## config.mk

```make
export PLATFORM = sky130hd
export DESIGN_NAME = bmi_interlock
export DESIGN_NICKNAME = d
export VERILOG_FILES = /design/src/verilog/bmi_pkg.sv /design/src/verilog/bmi_interlock.sv
export SDC_FILE = /design/constraint.sdc
export NUM_CORES = 1
export LEC_CHECK = 0
export ABC_AREA = 1
export BUFFER_PORTS_ARGS = -buffer_cell sky130_fd_sc_hd__buf_2
export CAP_MARGIN = 10
export CORE_AREA = 2 2 145 147
export DETAILED_ROUTE_END_ITERATION = 16
export DIE_AREA = 0 0 147 149
export GPL_ROUTABILITY_DRIVEN = 0
export PLACE_DENSITY = 0.64
export SYNTH_ARGS = -nofsm -noshare
export SYNTH_HDL_FRONTEND = slang
export SYNTH_SLANG_ARGS = --single-unit
```

## constraint.sdc

```tcl
create_clock -name aclk -period 3.65 [get_ports aclk]
set_clock_uncertainty 0.2 [all_clocks]
set_input_delay 0.1825 -clock aclk [delete_from_list [all_inputs] [get_ports aclk]]
set_output_delay 0.1825 -clock aclk [all_outputs]
set_load 0.05 [all_outputs]
```

## src/verilog/bmi_pkg.sv

```systemverilog
package bmi_pkg;

    // Mode selector encoding
    typedef enum logic [1:0] {
        BMI_MODE_OFF  = 2'b00,
        BMI_MODE_OPER = 2'b01,
        BMI_MODE_AUTO = 2'b10
    } bmi_mode_e;

    // Drive start state machine
    typedef enum logic [1:0] {
        BMI_DRV_IDLE = 2'b00,
        BMI_DRV_WAIT = 2'b01,
        BMI_DRV_RUN  = 2'b10
    } bmi_drv_e;

    // Clock and timing
    localparam int unsigned BMI_CLK_HZ       = 50_000_000;
    localparam int unsigned BMI_START_DLY_MS = 3000;
    localparam int unsigned BMI_START_CYC    = (BMI_CLK_HZ / 1000) * BMI_START_DLY_MS;

    // Register byte offsets
    localparam logic [7:0] BMI_OFF_CTRL   = 8'h00;
    localparam logic [7:0] BMI_OFF_STATUS = 8'h04;
    localparam logic [7:0] BMI_OFF_OUTS   = 8'h08;

    // Control register fields and reset value
    localparam int unsigned BMI_CTRL_MODE_LSB = 0;
    localparam int unsigned BMI_CTRL_BELL     = 2;
    localparam logic [31:0] BMI_CTRL_RST      = 32'h0000_0000;

    // Status register fields
    localparam int unsigned BMI_ST_MODE_LSB = 0;
    localparam int unsigned BMI_ST_DRV_LSB  = 2;
    localparam int unsigned BMI_ST_ESTOP    = 4;
    localparam int unsigned BMI_ST_PCA      = 5;
    localparam int unsigned BMI_ST_GPU      = 6;
    localparam int unsigned BMI_ST_CABLE    = 7;
    localparam int unsigned BMI_ST_OBST     = 8;

    // Input vector bit positions
    localparam int unsigned BMI_NIN       = 26;
    localparam int unsigned BMI_I_FWD     = 0;
    localparam int unsigned BMI_I_REV     = 1;
    localparam int unsigned BMI_I_TRIG    = 2;
    localparam int unsigned BMI_I_RAISE   = 3;
    localparam int unsigned BMI_I_LOWER   = 4;
    localparam int unsigned BMI_I_ROTL    = 5;
    localparam int unsigned BMI_I_ROTR    = 6;
    localparam int unsigned BMI_I_ESTOP0  = 7;
    localparam int unsigned BMI_I_ESTOP1  = 8;
    localparam int unsigned BMI_I_ESTOP2  = 9;
    localparam int unsigned BMI_I_EXT_SLW = 10;
    localparam int unsigned BMI_I_EXT_LIM = 11;
    localparam int unsigned BMI_I_RET_SLW = 12;
    localparam int unsigned BMI_I_RET_LIM = 13;
    localparam int unsigned BMI_I_UP_LIM  = 14;
    localparam int unsigned BMI_I_DN_LIM  = 15;
    localparam int unsigned BMI_I_ROTL_LIM = 16;
    localparam int unsigned BMI_I_ROTR_LIM = 17;
    localparam int unsigned BMI_I_SLOPE_UP = 18;
    localparam int unsigned BMI_I_SLOPE_DN = 19;
    localparam int unsigned BMI_I_SWING_L = 20;
    localparam int unsigned BMI_I_SWING_R = 21;
    localparam int unsigned BMI_I_PCA     = 22;
    localparam int unsigned BMI_I_GPU     = 23;
    localparam int unsigned BMI_I_CABLE   = 24;
    localparam int unsigned BMI_I_CANOPY  = 25;

    localparam int unsigned BMI_JOY_W = 8;

endpackage : bmi_pkg

```

## src/verilog/bmi_interlock.sv

```systemverilog
module bmi_interlock
    import bmi_pkg::*;
#(
    parameter int unsigned START_CYC = BMI_START_CYC
) (
    // Clock and reset
    input  wire logic                     aclk,
    input  wire logic                     aresetn,
    // AXI4-Lite slave
    input  wire logic [7:0]               s_axi_awaddr,
    input  wire logic                     s_axi_awvalid,
    output logic                          s_axi_awready,
    input  wire logic [31:0]              s_axi_wdata,
    input  wire logic [3:0]               s_axi_wstrb,
    input  wire logic                     s_axi_wvalid,
    output logic                          s_axi_wready,
    output logic [1:0]                    s_axi_bresp,
    output logic                          s_axi_bvalid,
    input  wire logic                     s_axi_bready,
    input  wire logic [7:0]               s_axi_araddr,
    input  wire logic                     s_axi_arvalid,
    output logic                          s_axi_arready,
    output logic [31:0]                   s_axi_rdata,
    output logic [1:0]                    s_axi_rresp,
    output logic                          s_axi_rvalid,
    input  wire logic                     s_axi_rready,
    // Field pins, asynchronous
    input  wire logic [bmi_pkg::BMI_NIN-1:0]   field_in,
    input  wire logic [bmi_pkg::BMI_JOY_W-1:0] joy_fa,
    input  wire logic [bmi_pkg::BMI_JOY_W-1:0] joy_lr,
    input  wire logic                     leveler_up,
    input  wire logic                     leveler_dn,
    // Motion outputs
    output logic                          drive_fwd,
    output logic                          drive_rev,
    output logic [bmi_pkg::BMI_JOY_W-1:0] drive_speed,
    output logic                          steer_left,
    output logic                          steer_right,
    output logic [bmi_pkg::BMI_JOY_W-1:0] steer_speed,
    output logic                          lift_raise,
    output logic                          lift_lower,
    output logic                          rot_left,
    output logic                          rot_right,
    output logic                          wheel_brake,
    output logic                          lift_stop,
    output logic                          leveler_retract,
    output logic                          leveler_enable,
    // Warning devices and indicators
    output logic                          alarm_bell,
    output logic                          travel_bell,
    output logic                          beacon,
    output logic                          ind_amber,
    output logic                          ind_green,
    output logic                          warn_pca,
    output logic                          warn_gpu,
    output logic                          warn_cable,
    output logic                          warn_obst,
    output logic                          buzzer
);
    import bmi_pkg::*;

    localparam int unsigned CW = $clog2(START_CYC + 1);
    localparam logic [BMI_JOY_W-1:0] JOY_MID = 8'h80;

    // ************************************************************
    // Input synchronisers
    // ************************************************************
    logic [BMI_NIN-1:0]   sy1_r, in_r;
    logic [BMI_JOY_W-1:0] fa1_r, fa_r, lr1_r, lr_r;
    logic [1:0]           lv1_r, lv_r;

    always_ff @(posedge aclk) begin
        if (!aresetn) begin
            sy1_r <= '0;
            in_r  <= '0;
            fa1_r <= JOY_MID;
            fa_r  <= JOY_MID;
            lr1_r <= JOY_MID;
            lr_r  <= JOY_MID;
            lv1_r <= 2'h0;
            lv_r  <= 2'h0;
        end else begin
            sy1_r <= field_in;
            in_r  <= sy1_r;
            fa1_r <= joy_fa;
            fa_r  <= fa1_r;
            lr1_r <= joy_lr;
            lr_r  <= lr1_r;
            lv1_r <= {leveler_up, leveler_dn};
            lv_r  <= lv1_r;
        end
    end

    // ************************************************************
    // Register file
    // ************************************************************
    logic [31:0] ctrl_r;
    logic        aw_ok, w_ok, rd_go;
    bmi_mode_e   mode;
    bmi_drv_e    drv_r;
    logic [31:0] status, outs;

    assign mode  = bmi_mode_e'(ctrl_r[BMI_CTRL_MODE_LSB +: 2]);
    assign aw_ok = s_axi_awvalid && s_axi_awready;
    assign w_ok  = s_axi_wvalid && s_axi_wready;
    assign rd_go = s_axi_arvalid && s_axi_arready;

    // Address and data latched independently, response after both
    logic        aw_got_r, w_got_r;
    logic [7:0]  awaddr_r;
    logic [31:0] wdata_r;
    logic [3:0]  wstrb_r;

    always_ff @(posedge aclk) begin
        if (!aresetn) begin
            aw_got_r      <= 1'b0;
            w_got_r       <= 1'b0;
            awaddr_r      <= 8'h00;
            wdata_r       <= 32'h0000_0000;
            wstrb_r       <= 4'h0;
            s_axi_awready <= 1'b0;
            s_axi_wready  <= 1'b0;
            s_axi_bvalid  <= 1'b0;
            s_axi_bresp   <= 2'h0;
            ctrl_r        <= BMI_CTRL_RST;
        end else begin
            s_axi_awready <= !aw_got_r && !aw_ok && !s_axi_bvalid;
            s_axi_wready  <= !w_got_r && !w_ok && !s_axi_bvalid;
            if (aw_ok) begin
                aw_got_r <= 1'b1;
                awaddr_r <= s_axi_awaddr;
            end
            if (w_ok) begin
                w_got_r <= 1'b1;
                wdata_r <= s_axi_wdata;
                wstrb_r <= s_axi_wstrb;
            end
            if (aw_got_r && w_got_r && !s_axi_bvalid) begin
                aw_got_r     <= 1'b0;
                w_got_r      <= 1'b0;
                s_axi_bvalid <= 1'b1;
                if (awaddr_r[7:2] == BMI_OFF_CTRL[7:2]) begin
                    s_axi_bresp <= 2'h0;
                    if (wstrb_r[0]) begin
                        ctrl_r[7:0] <= wdata_r[7:0];
                    end
                end else begin
                    s_axi_bresp <= 2'h2;
                end
            end else if (s_axi_bvalid && s_axi_bready) begin
                s_axi_bvalid <= 1'b0;
            end
        end
    end

    always_ff @(posedge aclk) begin
        if (!aresetn) begin
            s_axi_arready <= 1'b0;
            s_axi_rvalid  <= 1'b0;
            s_axi_rdata   <= 32'h0000_0000;
            s_axi_rresp   <= 2'h0;
        end else begin
            s_axi_arready <= !s_axi_rvalid && !rd_go;
            if (rd_go) begin
                s_axi_rvalid <= 1'b1;
                s_axi_rresp  <= 2'h0;
                case (s_axi_araddr[7:2])
                    BMI_OFF_CTRL[7:2]:   s_axi_rdata <= ctrl_r;
                    BMI_OFF_STATUS[7:2]: s_axi_rdata <= status;
                    BMI_OFF_OUTS[7:2]:   s_axi_rdata <= outs;
                    default: begin
                        s_axi_rdata <= 32'h0000_0000;
                        s_axi_rresp <= 2'h2;
                    end
                endcase
            end else if (s_axi_rvalid && s_axi_rready) begin
                s_axi_rvalid <= 1'b0;
            end
        end
    end

    // ************************************************************
    // Interlock conditions
    // ************************************************************
    logic estop, manual_ok, horiz_inh, start_ok;
    logic fwd_ok, rev_ok, up_ok, dn_ok, rl_ok, rr_ok, half;

    assign estop     = in_r[BMI_I_ESTOP0] | in_r[BMI_I_ESTOP1] | in_r[BMI_I_ESTOP2];
    // Off and auto-level both lock manual controls out
    assign manual_ok = (mode == BMI_MODE_OPER) && !estop;
    assign horiz_inh = in_r[BMI_I_PCA] | in_r[BMI_I_GPU] | !in_r[BMI_I_CABLE];
    assign start_ok  = manual_ok && in_r[BMI_I_TRIG] && !horiz_inh;

    // Proximity stop shares the extend limit input; reverse is never gated by it
    assign fwd_ok = !in_r[BMI_I_EXT_LIM] && !in_r[BMI_I_CANOPY]
                  && !in_r[BMI_I_SLOPE_UP] && !in_r[BMI_I_SLOPE_DN];
    assign rev_ok = !in_r[BMI_I_RET_LIM];
    assign up_ok  = !in_r[BMI_I_UP_LIM] && !in_r[BMI_I_SLOPE_UP];
    assign dn_ok  = !in_r[BMI_I_DN_LIM] && !in_r[BMI_I_SLOPE_DN];
    assign rl_ok  = !in_r[BMI_I_ROTL_LIM] && !in_r[BMI_I_SWING_L] && !in_r[BMI_I_CANOPY];
    assign rr_ok  = !in_r[BMI_I_ROTR_LIM] && !in_r[BMI_I_SWING_R] && !in_r[BMI_I_CANOPY];
    // Extend or retract slow zone gives half speed
    assign half   = in_r[BMI_I_EXT_SLW] | in_r[BMI_I_RET_SLW];

    // ************************************************************
    // Drive start delay
    // ************************************************************
    logic [CW-1:0] cnt_r;

    always_ff @(posedge aclk) begin
        if (!aresetn) begin
            drv_r <= BMI_DRV_IDLE;
            cnt_r <= '0;
        end else if (!start_ok) begin
            drv_r <= BMI_DRV_IDLE;
            cnt_r <= '0;
        end else begin
            case (drv_r)
                BMI_DRV_IDLE: begin
                    drv_r <= BMI_DRV_WAIT;
                    cnt_r <= CW'(1);
                end
                BMI_DRV_WAIT: begin
                    if (cnt_r >= CW'(START_CYC)) begin
                        drv_r <= BMI_DRV_RUN;
                    end else begin
                        cnt_r <= cnt_r + CW'(1);
                    end
                end
                BMI_DRV_RUN: drv_r <= BMI_DRV_RUN;
                default:     drv_r <= BMI_DRV_IDLE;
            endcase
        end
    end

    // ************************************************************
    // Output stage
    // ************************************************************
    logic run, fa_fwd, fa_rev, lr_l, lr_r_dir;
    logic [BMI_JOY_W-1:0] fa_mag, lr_mag, spd, fa_dif, lr_dif;
    logic f_n, r_n, u_n, d_n, sl_n, sr_n, ol_n, or_n;

    assign run      = (drv_r == BMI_DRV_RUN) && start_ok;
    assign fa_fwd   = fa_r > JOY_MID;
    assign fa_rev   = fa_r < JOY_MID;
    assign lr_l     = lr_r < JOY_MID;
    assign lr_r_dir = lr_r > JOY_MID;
    assign fa_dif   = fa_fwd ? fa_r - JOY_MID : JOY_MID - fa_r;
    assign lr_dif   = lr_r_dir ? lr_r - JOY_MID : JOY_MID - lr_r;
    // Deflection doubled; full reverse or left saturates instead of wrapping to zero
    assign fa_mag   = fa_dif[7] ? 8'hFF : {fa_dif[6:0], 1'b0};
    assign lr_mag   = lr_dif[7] ? 8'hFF : {lr_dif[6:0], 1'b0};
    assign spd      = half ? (fa_mag >> 1) : fa_mag;

    // Opposing commands cancel rather than pick a winner
    assign f_n  = run && fa_fwd && fwd_ok;
    assign r_n  = run && fa_rev && rev_ok;
    assign sl_n = run && lr_l && !in_r[BMI_I_SWING_L];
    assign sr_n = run && lr_r_dir && !in_r[BMI_I_SWING_R];
    assign u_n  = ((manual_ok && in_r[BMI_I_RAISE] && !in_r[BMI_I_LOWER])
                || (mode == BMI_MODE_AUTO && !estop && lv_r == 2'b10)) && up_ok;
    assign d_n  = ((manual_ok && in_r[BMI_I_LOWER] && !in_r[BMI_I_RAISE])
                || (mode == BMI_MODE_AUTO && !estop && lv_r == 2'b01)) && dn_ok;
    assign ol_n = manual_ok && in_r[BMI_I_ROTL] && !in_r[BMI_I_ROTR] && rl_ok;
    assign or_n = manual_ok && in_r[BMI_I_ROTR] && !in_r[BMI_I_ROTL] && rr_ok;

    always_ff @(posedge aclk) begin
        if (!aresetn) begin
            drive_fwd   <= 1'b0;
            drive_rev   <= 1'b0;
            drive_speed <= '0;
            steer_left  <= 1'b0;
            steer_right <= 1'b0;
            steer_speed <= '0;
            lift_raise  <= 1'b0;
            lift_lower  <= 1'b0;
            rot_left    <= 1'b0;
            rot_right   <= 1'b0;
            wheel_brake <= 1'b1;
            lift_stop   <= 1'b1;
        end else begin
            drive_fwd   <= f_n;
            drive_rev   <= r_n;
            drive_speed <= (f_n || r_n) ? spd : '0;
            steer_left  <= sl_n;
            steer_right <= sr_n;
            steer_speed <= (sl_n || sr_n) ? lr_mag : '0;
            lift_raise  <= u_n;
            lift_lower  <= d_n;
            rot_left    <= ol_n;
            rot_right   <= or_n;
            wheel_brake <= !(f_n || r_n || sl_n || sr_n);
            lift_stop   <= !(u_n || d_n);
        end
    end

    always_ff @(posedge aclk) begin
        if (!aresetn) begin
            leveler_retract <= 1'b1;
            leveler_enable  <= 1'b0;
            alarm_bell      <= 1'b0;
            travel_bell     <= 1'b0;
            beacon          <= 1'b0;
            ind_amber       <= 1'b0;
            ind_green       <= 1'b0;
            warn_pca        <= 1'b0;
            warn_gpu        <= 1'b0;
            warn_cable      <= 1'b0;
            warn_obst       <= 1'b0;
            buzzer          <= 1'b0;
        end else begin
            leveler_retract <= (mode != BMI_MODE_AUTO);
            leveler_enable  <= (mode == BMI_MODE_AUTO) && !estop;
            alarm_bell      <= run;
            travel_bell     <= (drv_r == BMI_DRV_WAIT) || f_n || r_n || sl_n || sr_n
                             || ctrl_r[BMI_CTRL_BELL];
            beacon          <= (mode == BMI_MODE_OPER);
            ind_amber       <= (drv_r == BMI_DRV_WAIT) && start_ok;
            ind_green       <= run;
            warn_pca        <= in_r[BMI_I_PCA];
            warn_gpu        <= in_r[BMI_I_GPU];
            warn_cable      <= !in_r[BMI_I_CABLE];
            warn_obst       <= in_r[BMI_I_SWING_L] | in_r[BMI_I_SWING_R];
            buzzer          <= in_r[BMI_I_SWING_L] | in_r[BMI_I_SWING_R];
        end
    end

    assign status = {23'h0, warn_obst, warn_cable, warn_gpu, warn_pca, estop,
                     drv_r, ctrl_r[1:0]};
    assign outs   = {18'h0, lift_stop, wheel_brake, travel_bell, alarm_bell, beacon,
                     rot_right, rot_left, lift_lower, lift_raise, steer_right,
                     steer_left, drive_rev, drive_fwd, ind_green};

    // ************************************************************
    // Assertions
    // ************************************************************
    a_off_no_motion: assert property (@(posedge aclk) disable iff (!aresetn)
        (mode == BMI_MODE_OFF) |=> !(drive_fwd || drive_rev || lift_raise || lift_lower
                                     || rot_left || rot_right))
        else $error("motion in off mode");
    a_brake_idle: assert property (@(posedge aclk) disable iff (!aresetn)
        !(drive_fwd || drive_rev || steer_left || steer_right) |-> wheel_brake)
        else $error("brake released while idle");
    a_lift_stop_idle: assert property (@(posedge aclk) disable iff (!aresetn)
        !(lift_raise || lift_lower) |-> lift_stop)
        else $error("lift stop open while idle");
    a_no_opposed: assert property (@(posedge aclk) disable iff (!aresetn)
        !(drive_fwd && drive_rev) && !(lift_raise && lift_lower) && !(rot_left && rot_right))
        else $error("opposing outputs");
    a_estop_halt: assert property (@(posedge aclk) disable iff (!aresetn)
        estop |=> !(drive_fwd || drive_rev || lift_raise || lift_lower || rot_left || rot_right))
        else $error("motion during emergency stop");
    a_ext_lim_fwd: assert property (@(posedge aclk) disable iff (!aresetn)
        in_r[BMI_I_EXT_LIM] |=> !drive_fwd)
        else $error("forward past extend limit");
    a_canopy_block: assert property (@(posedge aclk) disable iff (!aresetn)
        in_r[BMI_I_CANOPY] |=> !(drive_fwd || rot_left || rot_right))
        else $error("canopy down motion");
    a_beacon_mode: assert property (@(posedge aclk) disable iff (!aresetn)
        (mode == BMI_MODE_OPER) |=> beacon)
        else $error("beacon off in operate");
    a_start_delay: assert property (@(posedge aclk) disable iff (!aresetn)
        $rose(ind_green) |-> $past(ind_amber, 2))
        else $error("green without amber wait");
    a_horiz_inhibit: assert property (@(posedge aclk) disable iff (!aresetn)
        horiz_inh |=> !(drive_fwd || drive_rev) ##0 (warn_pca || warn_gpu || warn_cable))
        else $error("horizontal motion under inhibit");

    c_drive_run: cover property (@(posedge aclk) disable iff (!aresetn) $rose(ind_green));
    c_auto_lower: cover property (@(posedge aclk) disable iff (!aresetn)
        (mode == BMI_MODE_AUTO) && lift_lower);
    c_half_speed: cover property (@(posedge aclk) disable iff (!aresetn) drive_fwd && half);

endmodule // bmi_interlock

```

==> results of run 1 <==
synthesized netlist by cell type (all sizes together):
master  instances
o211ai          2
o31ai           2
ha              7
nor3           14
or2             6
xor2            9
dfxtp         196
a22o            5
o22ai           3
a21oi          38
o21ai          54
nor3b           1
nor4            6
a32o            5
nand3b          1
conb            1
nor2          131
a22oi           1
inv           207
clkinv          1
nand4          10
nand3          50
buf            38
nand2         298
clkbuf          9
and2            1
flip-flops by register name, indices dropped and copies added, names as in the netlist, 2 cells and up:
name and count:
cnt_r 28, in_r 24, sy1_r 24, s_axi_rdata 14
ctrl_r 8, drive_speed 8, fa1_r 8, fa_r 8
lr1_r 8, lr_r 8, steer_speed 8, wdata_r 8
awaddr_r 6, drv_r 2, lv1_r 2, lv_r 2
routing by layer:
metal	vias up	wire, µm	track usage (%)
met4	0	432	6.394
li1	3691	-	-
met1	3016	8325	20.27
met3	32	689	3.456
met2	140	8879	29.93
met5	-	0	0
worst reg2reg max path: stages (launching register included):
cell and delay (ps):
dfxtp_1 320, inv_1 90, ha_1 410, inv_1 280, nand2_1 230, nand2_4 200, inv_1 310, nand2_1 100
nand2_1 80, inv_1 30
final cells by class:
cell class / instances / area share (%)
timing repair buffer: 206 / 14.01
multi-input combinational: 664 / 30.37
tap: 275 / 3.393
clock buffer: 19 / 4.367
inverter: 208 / 7.698
clock inverter: 13 / 1.468
sequential: 196 / 38.69
worst max-delay path by stage:
stage | slack, ps | startpoint | end | depth (start not counted)
after floorplan | 1880 | s_axi_arready | s_axi_rdata[2] | 6
after global placement | 1340 | drv_r[1] | cnt_r[3] | 9
after detailed placement | 1330 | drv_r[1] | cnt_r[23] | 9
after CTS | 1310 | drv_r[1] | cnt_r[3] | 9
after global routing | 1130 | drv_r[1] | cnt_r[21] | 9
final | 1310 | drv_r[1] | cnt_r[21] | 9
metrics by stage:
stage / cell area [µm²] / cells / hold slack (ps) / power [W]
2_1_floorplan: 8089 / 1115 / 80.13 / 0.002531
6_report: 10140 / 1581 / 21.58 / 0.004466
4_1_cts: 10140 / 1581 / 18.50 / 0.004496
3_5_place_dp: 8780 / 1472 / 165.2 / 0.002602
3_3_place_gp: 8780 / 1472 / 166.2 / 0.002598
5_1_grt: 10140 / 1581 / 45.39 / 0.004643
power by group:
group / total, W / switching (W) / internal (W)
clock network: 0.00185 / 0.000905 / 0.000941
logic: 0.000391 / 0.000239 / 0.000152
registers: 0.00223 / 0.0000258 / 0.00220
cells by family after synthesis:
family                   after synthesis
AO/OA/AOI/OAI                        110
XOR/XNOR                               9
adder cells (fa/ha/maj)                7
buffers and inverters                255
flip-flops                           196
other                                  1
AND/OR/NAND/NOR                      518
==> results by group, run 1 <==
Power and ir drop
  – Leak pwr: around 5.3 nW
  – Peak VDD IR: 288.7 µV
  – PD cells: about 440 nW/µm²

Die
  – Site Rows: between 50 and 60
  – Die Width: between 100 and 150 µm
  – Std-Cell Core Area: a little over 20000 µm²
  – Die span in y: 149 µm
  – Initial core utilization: approximately two fifths
  – Boundary pin count: around 180
  – Die area: roughly 22000 µm²

Routing
  – DR pass1 iterations: 5
  – DR WL/cell: 11.59 µm
  – Post-route DRC: 0
  – Final WL: about 18000 µm
  – DRT iter0 DRCs: around 360
  – Post-route ant nets: 0
  – Via density: approximately 4.4
  – Vias: 6879

Clock network
  – CTS HTree Levels: 4
  – Clock Root Buffer: clkbuf_16
  – Num CTS Buffers: 17
  – Number of hold buffers added after CTS: a little under 80
  – CTS Buffer Depth: 2
  – Clock transition at path regs: about 70 ps
  – PostCTS Resize Cnt: 0
  – Worst-Skew Late Latency: ~430 ps
  – CTS tree: built
  – Setup bufs post-CTS: 0
  – Clk sinks: slightly below 200

GRT
  – Initial antenna violation count: 0
  – First-pass GRT wire length: 29880 µm
  – Gr ovfl total: 0
  – Number of global-route vias before repair: approximately 6500
  – Pin count of the biggest net entering global routing: slightly below 90
  – GRT Total Usage: between 10% and 20%

Final layout
  – Nets: 1403
  – Most common cell after layout, fill and taps aside: nand2_1
  – Share of cells above drive strength 1: between 10% and 20%
  – Layout area overhead: 26.50%
  – Antenna diodes: 0
  – Register Area: 3924 µm²
  – Most frequent cells in the layout: nand2_1 (294), inv_1 (200), dfxtp_1 (196)
  – Layout fillers: ~2000
  – Multi-input gate area: between 3000 and 4000 µm²
  – Fin util: approximately half

Timing
  – Relative slew slack: about two fifths
  – Final worst path period need: 2344 ps
  – Setup WS post-layout: ~1300 ps
  – Setup violations, final: 0
  – Final Max Tran Viols: 0
  – Setup_tns: 0 ps
  – Max Clock Freq: 426.6 MHz
  – Final Cycle Share: approximately 64%
  – Fin. Hold Viols: 0
  – Worst slew pin tran: 881.8 ps
  – RSZ-0062 raised after global routing: false

Worst hold path
  – Min-Delay Startpoint: s_axi_araddr[2]
  – Hold Path Depth: 6
  – WHS Endpoint: s_axi_rdata[4]
  – Hold crit path type: in -> reg

Placed design
  – Dpl ws: ~1300 ps
  – DP Wirelength: around 13000 µm
  – Port Buffer Count: approximately 130

Synthesis
  – Post-synthesis sequential area ratio: approximately 49%
  – Synth Area in Adders: between 1 and 1.5%
  – Yosys top cell by area: dfxtp_1
  – Top-area cell type share of the netlist area: 48.94%
  – Multiplexer share of the synthesized area: 0%
  – Mapped Cells: between 1000 and 1500
  – Avg Inst Size Synth: around 7.3 µm²
  – Synth Area in Compound Gates: around 7.8%
  – Largest family of logic cells by synthesized area: simple AND/OR/NAND/NOR gates
  – Post-Synth XOR/XNOR Area: 0.9831%
  – Mapped Area: about 8000 µm²
  – Top post-synthesis cells by area: dfxtp_1 (49%), nand2_1 (14%), inv_1 (9.4%), nor2_1 (5.5%), nand3_1 (2.8%)
  – #FFs+latches synth: 196
  – Post-synthesis simple-gate area fraction: 27.61%
  – Synth cell types: between 40 and 50
  – Yosys warning total: 0

Setup path
  – R2r endpoint: cnt_r[21]
  – Worst reg2reg setup slack: between 1000 and 1500 ps
  – Worst Path Arrival: roughly 2500 ps
  – FF-to-FF Start: drv_r[1]
  – CP startpoint kind: register
  – Cell breakdown of the critical path: inv_1 -> ha_1 -> inv_1 -> nand2_1 -> nand2_4 -> inv_1 -> nand2_1 -> nand2_1 -> inv_1
  – Most frequent CP cell: inv_1
  – Crit path largest cell delay: 410 ps
  – Critical path's top delay family: buffers and inverters
  – Crit-path max FO: 24
  – R2R depth: 9
  – Critical path buffers and inverters: 4
  – Slowest CP cell: ha_1
  – Crit path kind: reg -> reg
  – Critical Path RT: 3780 ps
  – Worst Setup End Kind: register

Job
  – Max_cap viols: 0

Outcome
  – Outcome: finished, final reports clean
Power figures use the tool's default switching activity.
==> run 2, diff against run 1 <==
clock period = 2.4 ns   (was 3.65 ns; I/O delays follow)
==> run 2 against run 1 <==
Worst setup slack worse by 1100 ps. Die area unchanged. Clock power up 54%. Via count up 1.7%. Largest cell class unchanged. Utilization up 0.61 points. Global-route usage up 0.26 points. Largest power group unchanged.
==> results by group, run 2 (synthesized netlist as in run 1, its figures left out) <==
Outcome
  – Outcome: finished, final reports clean

Routing
  – DRT iter0 DRCs: between 300 and 400
  – Post-route DRC: 0
  – DR pass1 iterations: 6
  – Via density: around 4.4
  – Post-route ant nets: 0
  – DR WL/cell: 11.54 µm
  – Vias: around 7000
  – Final WL: 18390 µm

GRT
  – Gr ovfl total: 0
  – Pin count of the biggest net entering global routing: slightly above 50
  – Initial antenna violation count: 0
  – Number of global-route vias before repair: around 6400
  – GRT Total Usage: about 17%
  – First-pass GRT wire length: about 30000 µm

Clock network
  – CTS tree: built
  – Clk sinks: 196
  – CTS Buffer Depth: 2
  – CTS HTree Levels: 4
  – Clock transition at path regs: about 70 ps
  – Worst-Skew Late Latency: between 400 and 500 ps
  – Num CTS Buffers: 17
  – Clock Root Buffer: clkbuf_16

Power and ir drop
  – Leak pwr: roughly 5.4 nW
  – Clock Power Share: 41.6%
  – Switch Pwr: roughly 0.0017 W
  – PD cells: around 670 nW/µm²
  – Sw Ratio: between 20% and 30%
  – Logic gate share of total power: under 10%
  – Peak VDD IR: ~480 µV
  – Internal: 0.005083 W
  – Reg power frac: around half

Timing
  – Setup violations, final: 0
  – Final worst path period need: 2197 ps
  – Fin. Hold Viols: 0
  – Final Max Tran Viols: 0
  – Max Clock Freq: between 400 and 500 MHz
  – RSZ-0062 raised after global routing: false
  – Worst slew pin tran: about 540 ps
  – Final Cycle Share: 91.56%
  – Setup WS post-layout: roughly 200 ps
  – Relative slew slack: 63.74%
  – Setup_tns: 0 ps

Final layout
  – Layout Cells excl Fill: 1594
  – Layout fillers: roughly 2000
  – Most flops, register: cnt_r
  – Antenna diodes: 0
  – Register Area: 3924 µm²
  – Most common cell after layout, fill and taps aside: nand2_1
  – Max FFs per register: 28
  – Top Registers: cnt_r (28), in_r (24), sy1_r (24)
  – Most frequent cells in the layout: nand2_1 (294), inv_1 (199), dfxtp_1 (196)
  – Nets: 1417
  – Fin util: around half
  – Share of cells above drive strength 1: 15.62%
  – Multi-input gate area: between 3000 and 4000 µm²
  – Layout area overhead: 28.06%

Setup path
  – Critical Path RT: ~2500 ps
  – Worst Setup End Kind: register
  – CP startpoint kind: input port
  – Crit path kind: in -> reg
  – Crit-path max FO: 13
  – Worst Path Arrival: roughly 2300 ps

Die
  – Boundary pin count: roughly 180
  – Die span in y: ~150 µm
  – Die Width: ~150 µm
  – Initial core utilization: 39.00%
  – Die area: between 20000 and 25000 µm²
  – Site Rows: 53
  – Std-Cell Core Area: roughly 21000 µm²

Placed design
  – Port Buffer Count: 128
  – Dpl ws: 427.5 ps
  – Post-Place Cells: approximately 1500
  – DP Wirelength: around 13000 µm

Worst hold path
  – Hold crit path type: in -> reg

Job
  – Max_cap viols: 0
-- run 2: cell types whose count changed in the layout (fill, tap and decap cells not counted), sizes merged --
cell / delta
clkbuf: -1
buf: +9
inv: -2
bufinv: +1
clkinv: +1
dlygate4sd3: +5
-- run 2: metrics by stage --
step,total power (W),hold slack [ps],cell area [µm²]
detailed placement,0.003959,104.9,8847
finish,0.006832,59.86,10270
global route,0.007112,106.4,10270
floorplan,0.003849,17.63,8089
global placement,0.003954,101.1,8847
CTS,0.006912,22.66,10260
-- run 2: routing by layer --
metal,vias up,routed length (µm),global-route usage [%]
li1,3706,-,-
met1,3090,7939,20.51
met2,171,9055,30.45
met3,30,998,4.067
met4,0,399,5.721
met5,-,0,0
-- run 2: final timing paths --
check | from | endpoint | slack, ps | cells past startpoint
max reg2reg | cnt_r[24] | cnt_r[3] | 380 | 10
min reg2reg | lr1_r[6] | lr_r[6] | 210 | 2
max | s_axi_araddr[4] | s_axi_rdata[0] | 200 | 10
min | s_axi_awvalid | s_axi_awready | 60 | 4
-- run 2: power groups by stage --
stage	Combinational [W]	Sequential, W	Clock [W]
floorplan	0.000345	0.00350	0
finish	0.000602	0.00339	0.00284
global placement	0.000489	0.00347	0
CTS	0.000599	0.00339	0.00292
global route	0.000670	0.00340	0.00304
detailed placement	0.000492	0.00347	0
-- run 2: cell type report --
cell class,instances,area share (%)
multi-input cells,664,30.00
clock buffers,18,4.180
repair buffers,220,14.99
well taps,275,3.351
flip-flops and latches,196,38.22
clock inverters,13,1.621
inverters,208,7.641
-- run 2: what timing repair did --
action                                  4_1_cts  5_1_grt
endpoints found under the setup margin        0        3
endpoints found under the hold margin        81        0
hold buffers                                 82        0
resized for setup                             0        1
buffers inserted                              0        0
-- run 2: critical path, cell delays in order --
cell,delay [ps]
dlygate4sd3_1,530
buf_2,100
nor2_1,40
dlygate4sd3_1,560
nand3_1,210
clkinvlp_4,290
a21oi_1,220
o21ai_0,100
o211ai_1,90
inv_1,60
==> run 3, diff against run 2 <==
RECOVER_POWER = 50   (was not set)
==> run 3 against run 2 <==
Via count fell by 0.67%. Flip-flop and latch count stayed put. Sequential share of layout area grew 0.34 points. Fmax down 0.21%. Highest routed layer unchanged.
==> results by group, run 3 (synthesized netlist as in run 1, its figures left out) <==
Die
  – Std-Cell Core Area: ~21000 µm²
  – Boundary pin count: approximately 180
  – Die Width: 147 µm
  – Site Rows: 53
  – Initial core utilization: roughly two fifths
  – Die span in y: 149 µm
  – Die area: between 20000 and 25000 µm²

Routing
  – Via density: around 4.4
  – Vias: around 7000
  – Final WL: around 18000 µm
  – Post-route ant nets: 0
  – DR pass1 iterations: 4
  – DR WL/cell: between 10 and 15 µm
  – Post-route DRC: 0
  – DRT iter0 DRCs: 356

Timing
  – Max Clock Freq: between 400 and 500 MHz
  – Fin. Hold Viols: 0
  – Worst slew pin tran: 778.3 ps
  – Final Cycle Share: 91.75%
  – Final Max Tran Viols: 0
  – Setup WS post-layout: 198.1 ps
  – Setup_tns: 0 ps
  – Setup violations, final: 0
  – Relative slew slack: roughly 48%
  – RSZ-0062 raised after global routing: false
  – Final worst path period need: 2202 ps

Final layout
  – Share of cells above drive strength 1: between 10% and 20%
  – Most flops, register: cnt_r
  – Antenna diodes: 0
  – Top Registers: cnt_r (28), in_r (24), sy1_r (24)
  – Most frequent cells in the layout: nand2_1 (294), inv_1 (200), dfxtp_1 (196)
  – Most common cell after layout, fill and taps aside: nand2_1
  – Layout fillers: a little over 2000
  – Nets: around 1400
  – Fin util: between 40% and 50%
  – Layout Cells excl Fill: between 1500 and 2000
  – Layout area overhead: 26.94%
  – Max FFs per register: 28

Setup path
  – Crit path largest cell delay: roughly 560 ps
  – Worst Setup End Kind: register
  – CP startpoint kind: input port
  – Cell breakdown of the critical path: dlygate4sd3_1 -> buf_2 -> nor2_1 -> dlygate4sd3_1 -> nand3_1 -> clkinvlp_4 -> a21oi_1 -> o21ai_0 -> o211ai_1 -> inv_1
  – Most frequent CP cell: dlygate4sd3_1
  – Worst Path Arrival: about 2300 ps
  – Crit path kind: in -> reg
  – Slowest CP cell: dlygate4sd3_1
  – Crit-path max FO: 13
  – Critical Path RT: between 2000 and 3000 ps

Clock network
  – CTS HTree Levels: 4
  – CTS Buffer Depth: 2
  – Worst-Skew Late Latency: between 400 and 500 ps
  – CTS tree: built
  – Clock Root Buffer: clkbuf_16
  – Num CTS Buffers: 17
  – Clock transition at path regs: about 70 ps
  – Clk sinks: between 150 and 200

Placed design
  – DP Wirelength: 13040 µm
  – Dpl ws: ~430 ps
  – Port Buffer Count: roughly 130
  – Post-Place Cells: approximately 1500

Worst hold path
  – Hold crit path type: in -> reg

Power and ir drop
  – Sw Ratio: roughly a quarter
  – Clock Power Share: between 40% and 50%
  – Peak VDD IR: a little under 500 µV
  – Logic gate share of total power: ~8.7%
  – Switch Pwr: approximately 0.0017 W
  – Reg power frac: between 40 and 50%
  – Internal: a little over 0.005 W
  – Leak pwr: 5.106 nW
  – PD cells: 670.2 nW/µm²

GRT
  – GRT Total Usage: 17.15%
  – First-pass GRT wire length: around 30000 µm
  – Number of global-route vias before repair: around 6400
  – Pin count of the biggest net entering global routing: between 50 and 60
  – Initial antenna violation count: 0
  – Gr ovfl total: 0

Outcome
  – Outcome: finished, final reports clean

Job
  – Max_cap viols: 0
==> run 3: cell count changes in the layout (fill, tap and decap cells not counted), sizes merged <==
| cell | change |
|---|---|
| clkbuf | +60 |
| buf | -60 |
==> run 3: worst max-delay path: cells and delay by family <==
kind	cells	cell delay, ps
buffers and inverters	5	1540
AO/OA/AOI/OAI	3	420
AND/OR/NAND/NOR	2	250
==> run 3: cell type report <==
| type | count | area, µm² | area share [%] |
|---|---|---|---|
| Sequential cell | 196 | 3924 | 38.55 |
| Multi-Input combinational cell | 664 | 3067 | 30.13 |
| Timing Repair Buffer | 220 | 1463 | 14.37 |
| Inverter | 208 | 784.5 | 7.708 |
| Clock buffer | 18 | 429.2 | 4.217 |
| Tap cell | 275 | 344.1 | 3.381 |
| Clock inverter | 13 | 166.4 | 1.635 |
==> run 3: layer usage <==
layer | share of wire [%] | routed length (µm) | GRT usage [%] | vias to the layer above
met2 | 49 | 9087 | 30.45 | 153
met4 | 2.1 | 389 | 5.721 | 0
li1 | - | - | - | 3706
met3 | 4.8 | 879 | 4.067 | 26
met5 | 0 | 0 | 0 | -
met1 | 44 | 8038 | 20.51 | 3065
==> run 3: per-stage QoR <==
stage               instance area [µm²]  total power (W)  hold WS, ps
finish                            10180         0.006820        60.70
global route                      10180         0.007104        106.4
CTS                               10260         0.006912        22.66
detailed placement                 8847         0.003959        104.9
global placement                   8847         0.003954        101.1
floorplan                          8089         0.003849        17.63
==> run 3: worst paths after layout <==
| kind | start | to | slack (ps) | cells past startpoint |
|---|---|---|---|---|
| setup reg to reg | fa_r[0] | drive_speed[3] | 270 | 9 |
| setup / recovery | s_axi_araddr[4] | s_axi_rdata[0] | 200 | 10 |
| hold reg to reg | in_r[24] | warn_cable | 210 | 1 |
| hold / removal | s_axi_awvalid | s_axi_awready | 60 | 4 |
==> run 3: power by group through the flow <==
stage          Clock, W  Sequential, W  Combinational, W
2_1_floorplan         0        0.00350          0.000345
3_3_place_gp          0        0.00347          0.000489
3_5_place_dp          0        0.00347          0.000492
4_1_cts         0.00292        0.00339          0.000599
5_1_grt         0.00304        0.00340          0.000663
6_report        0.00284        0.00339          0.000595
==> run 3: what timing repair did <==
action	in CTS	in global routing
hold buffers	82	0
gates resized for setup	0	1
setup endpoints to repair	0	3
hold endpoints to repair	81	0
buffers inserted	0	0
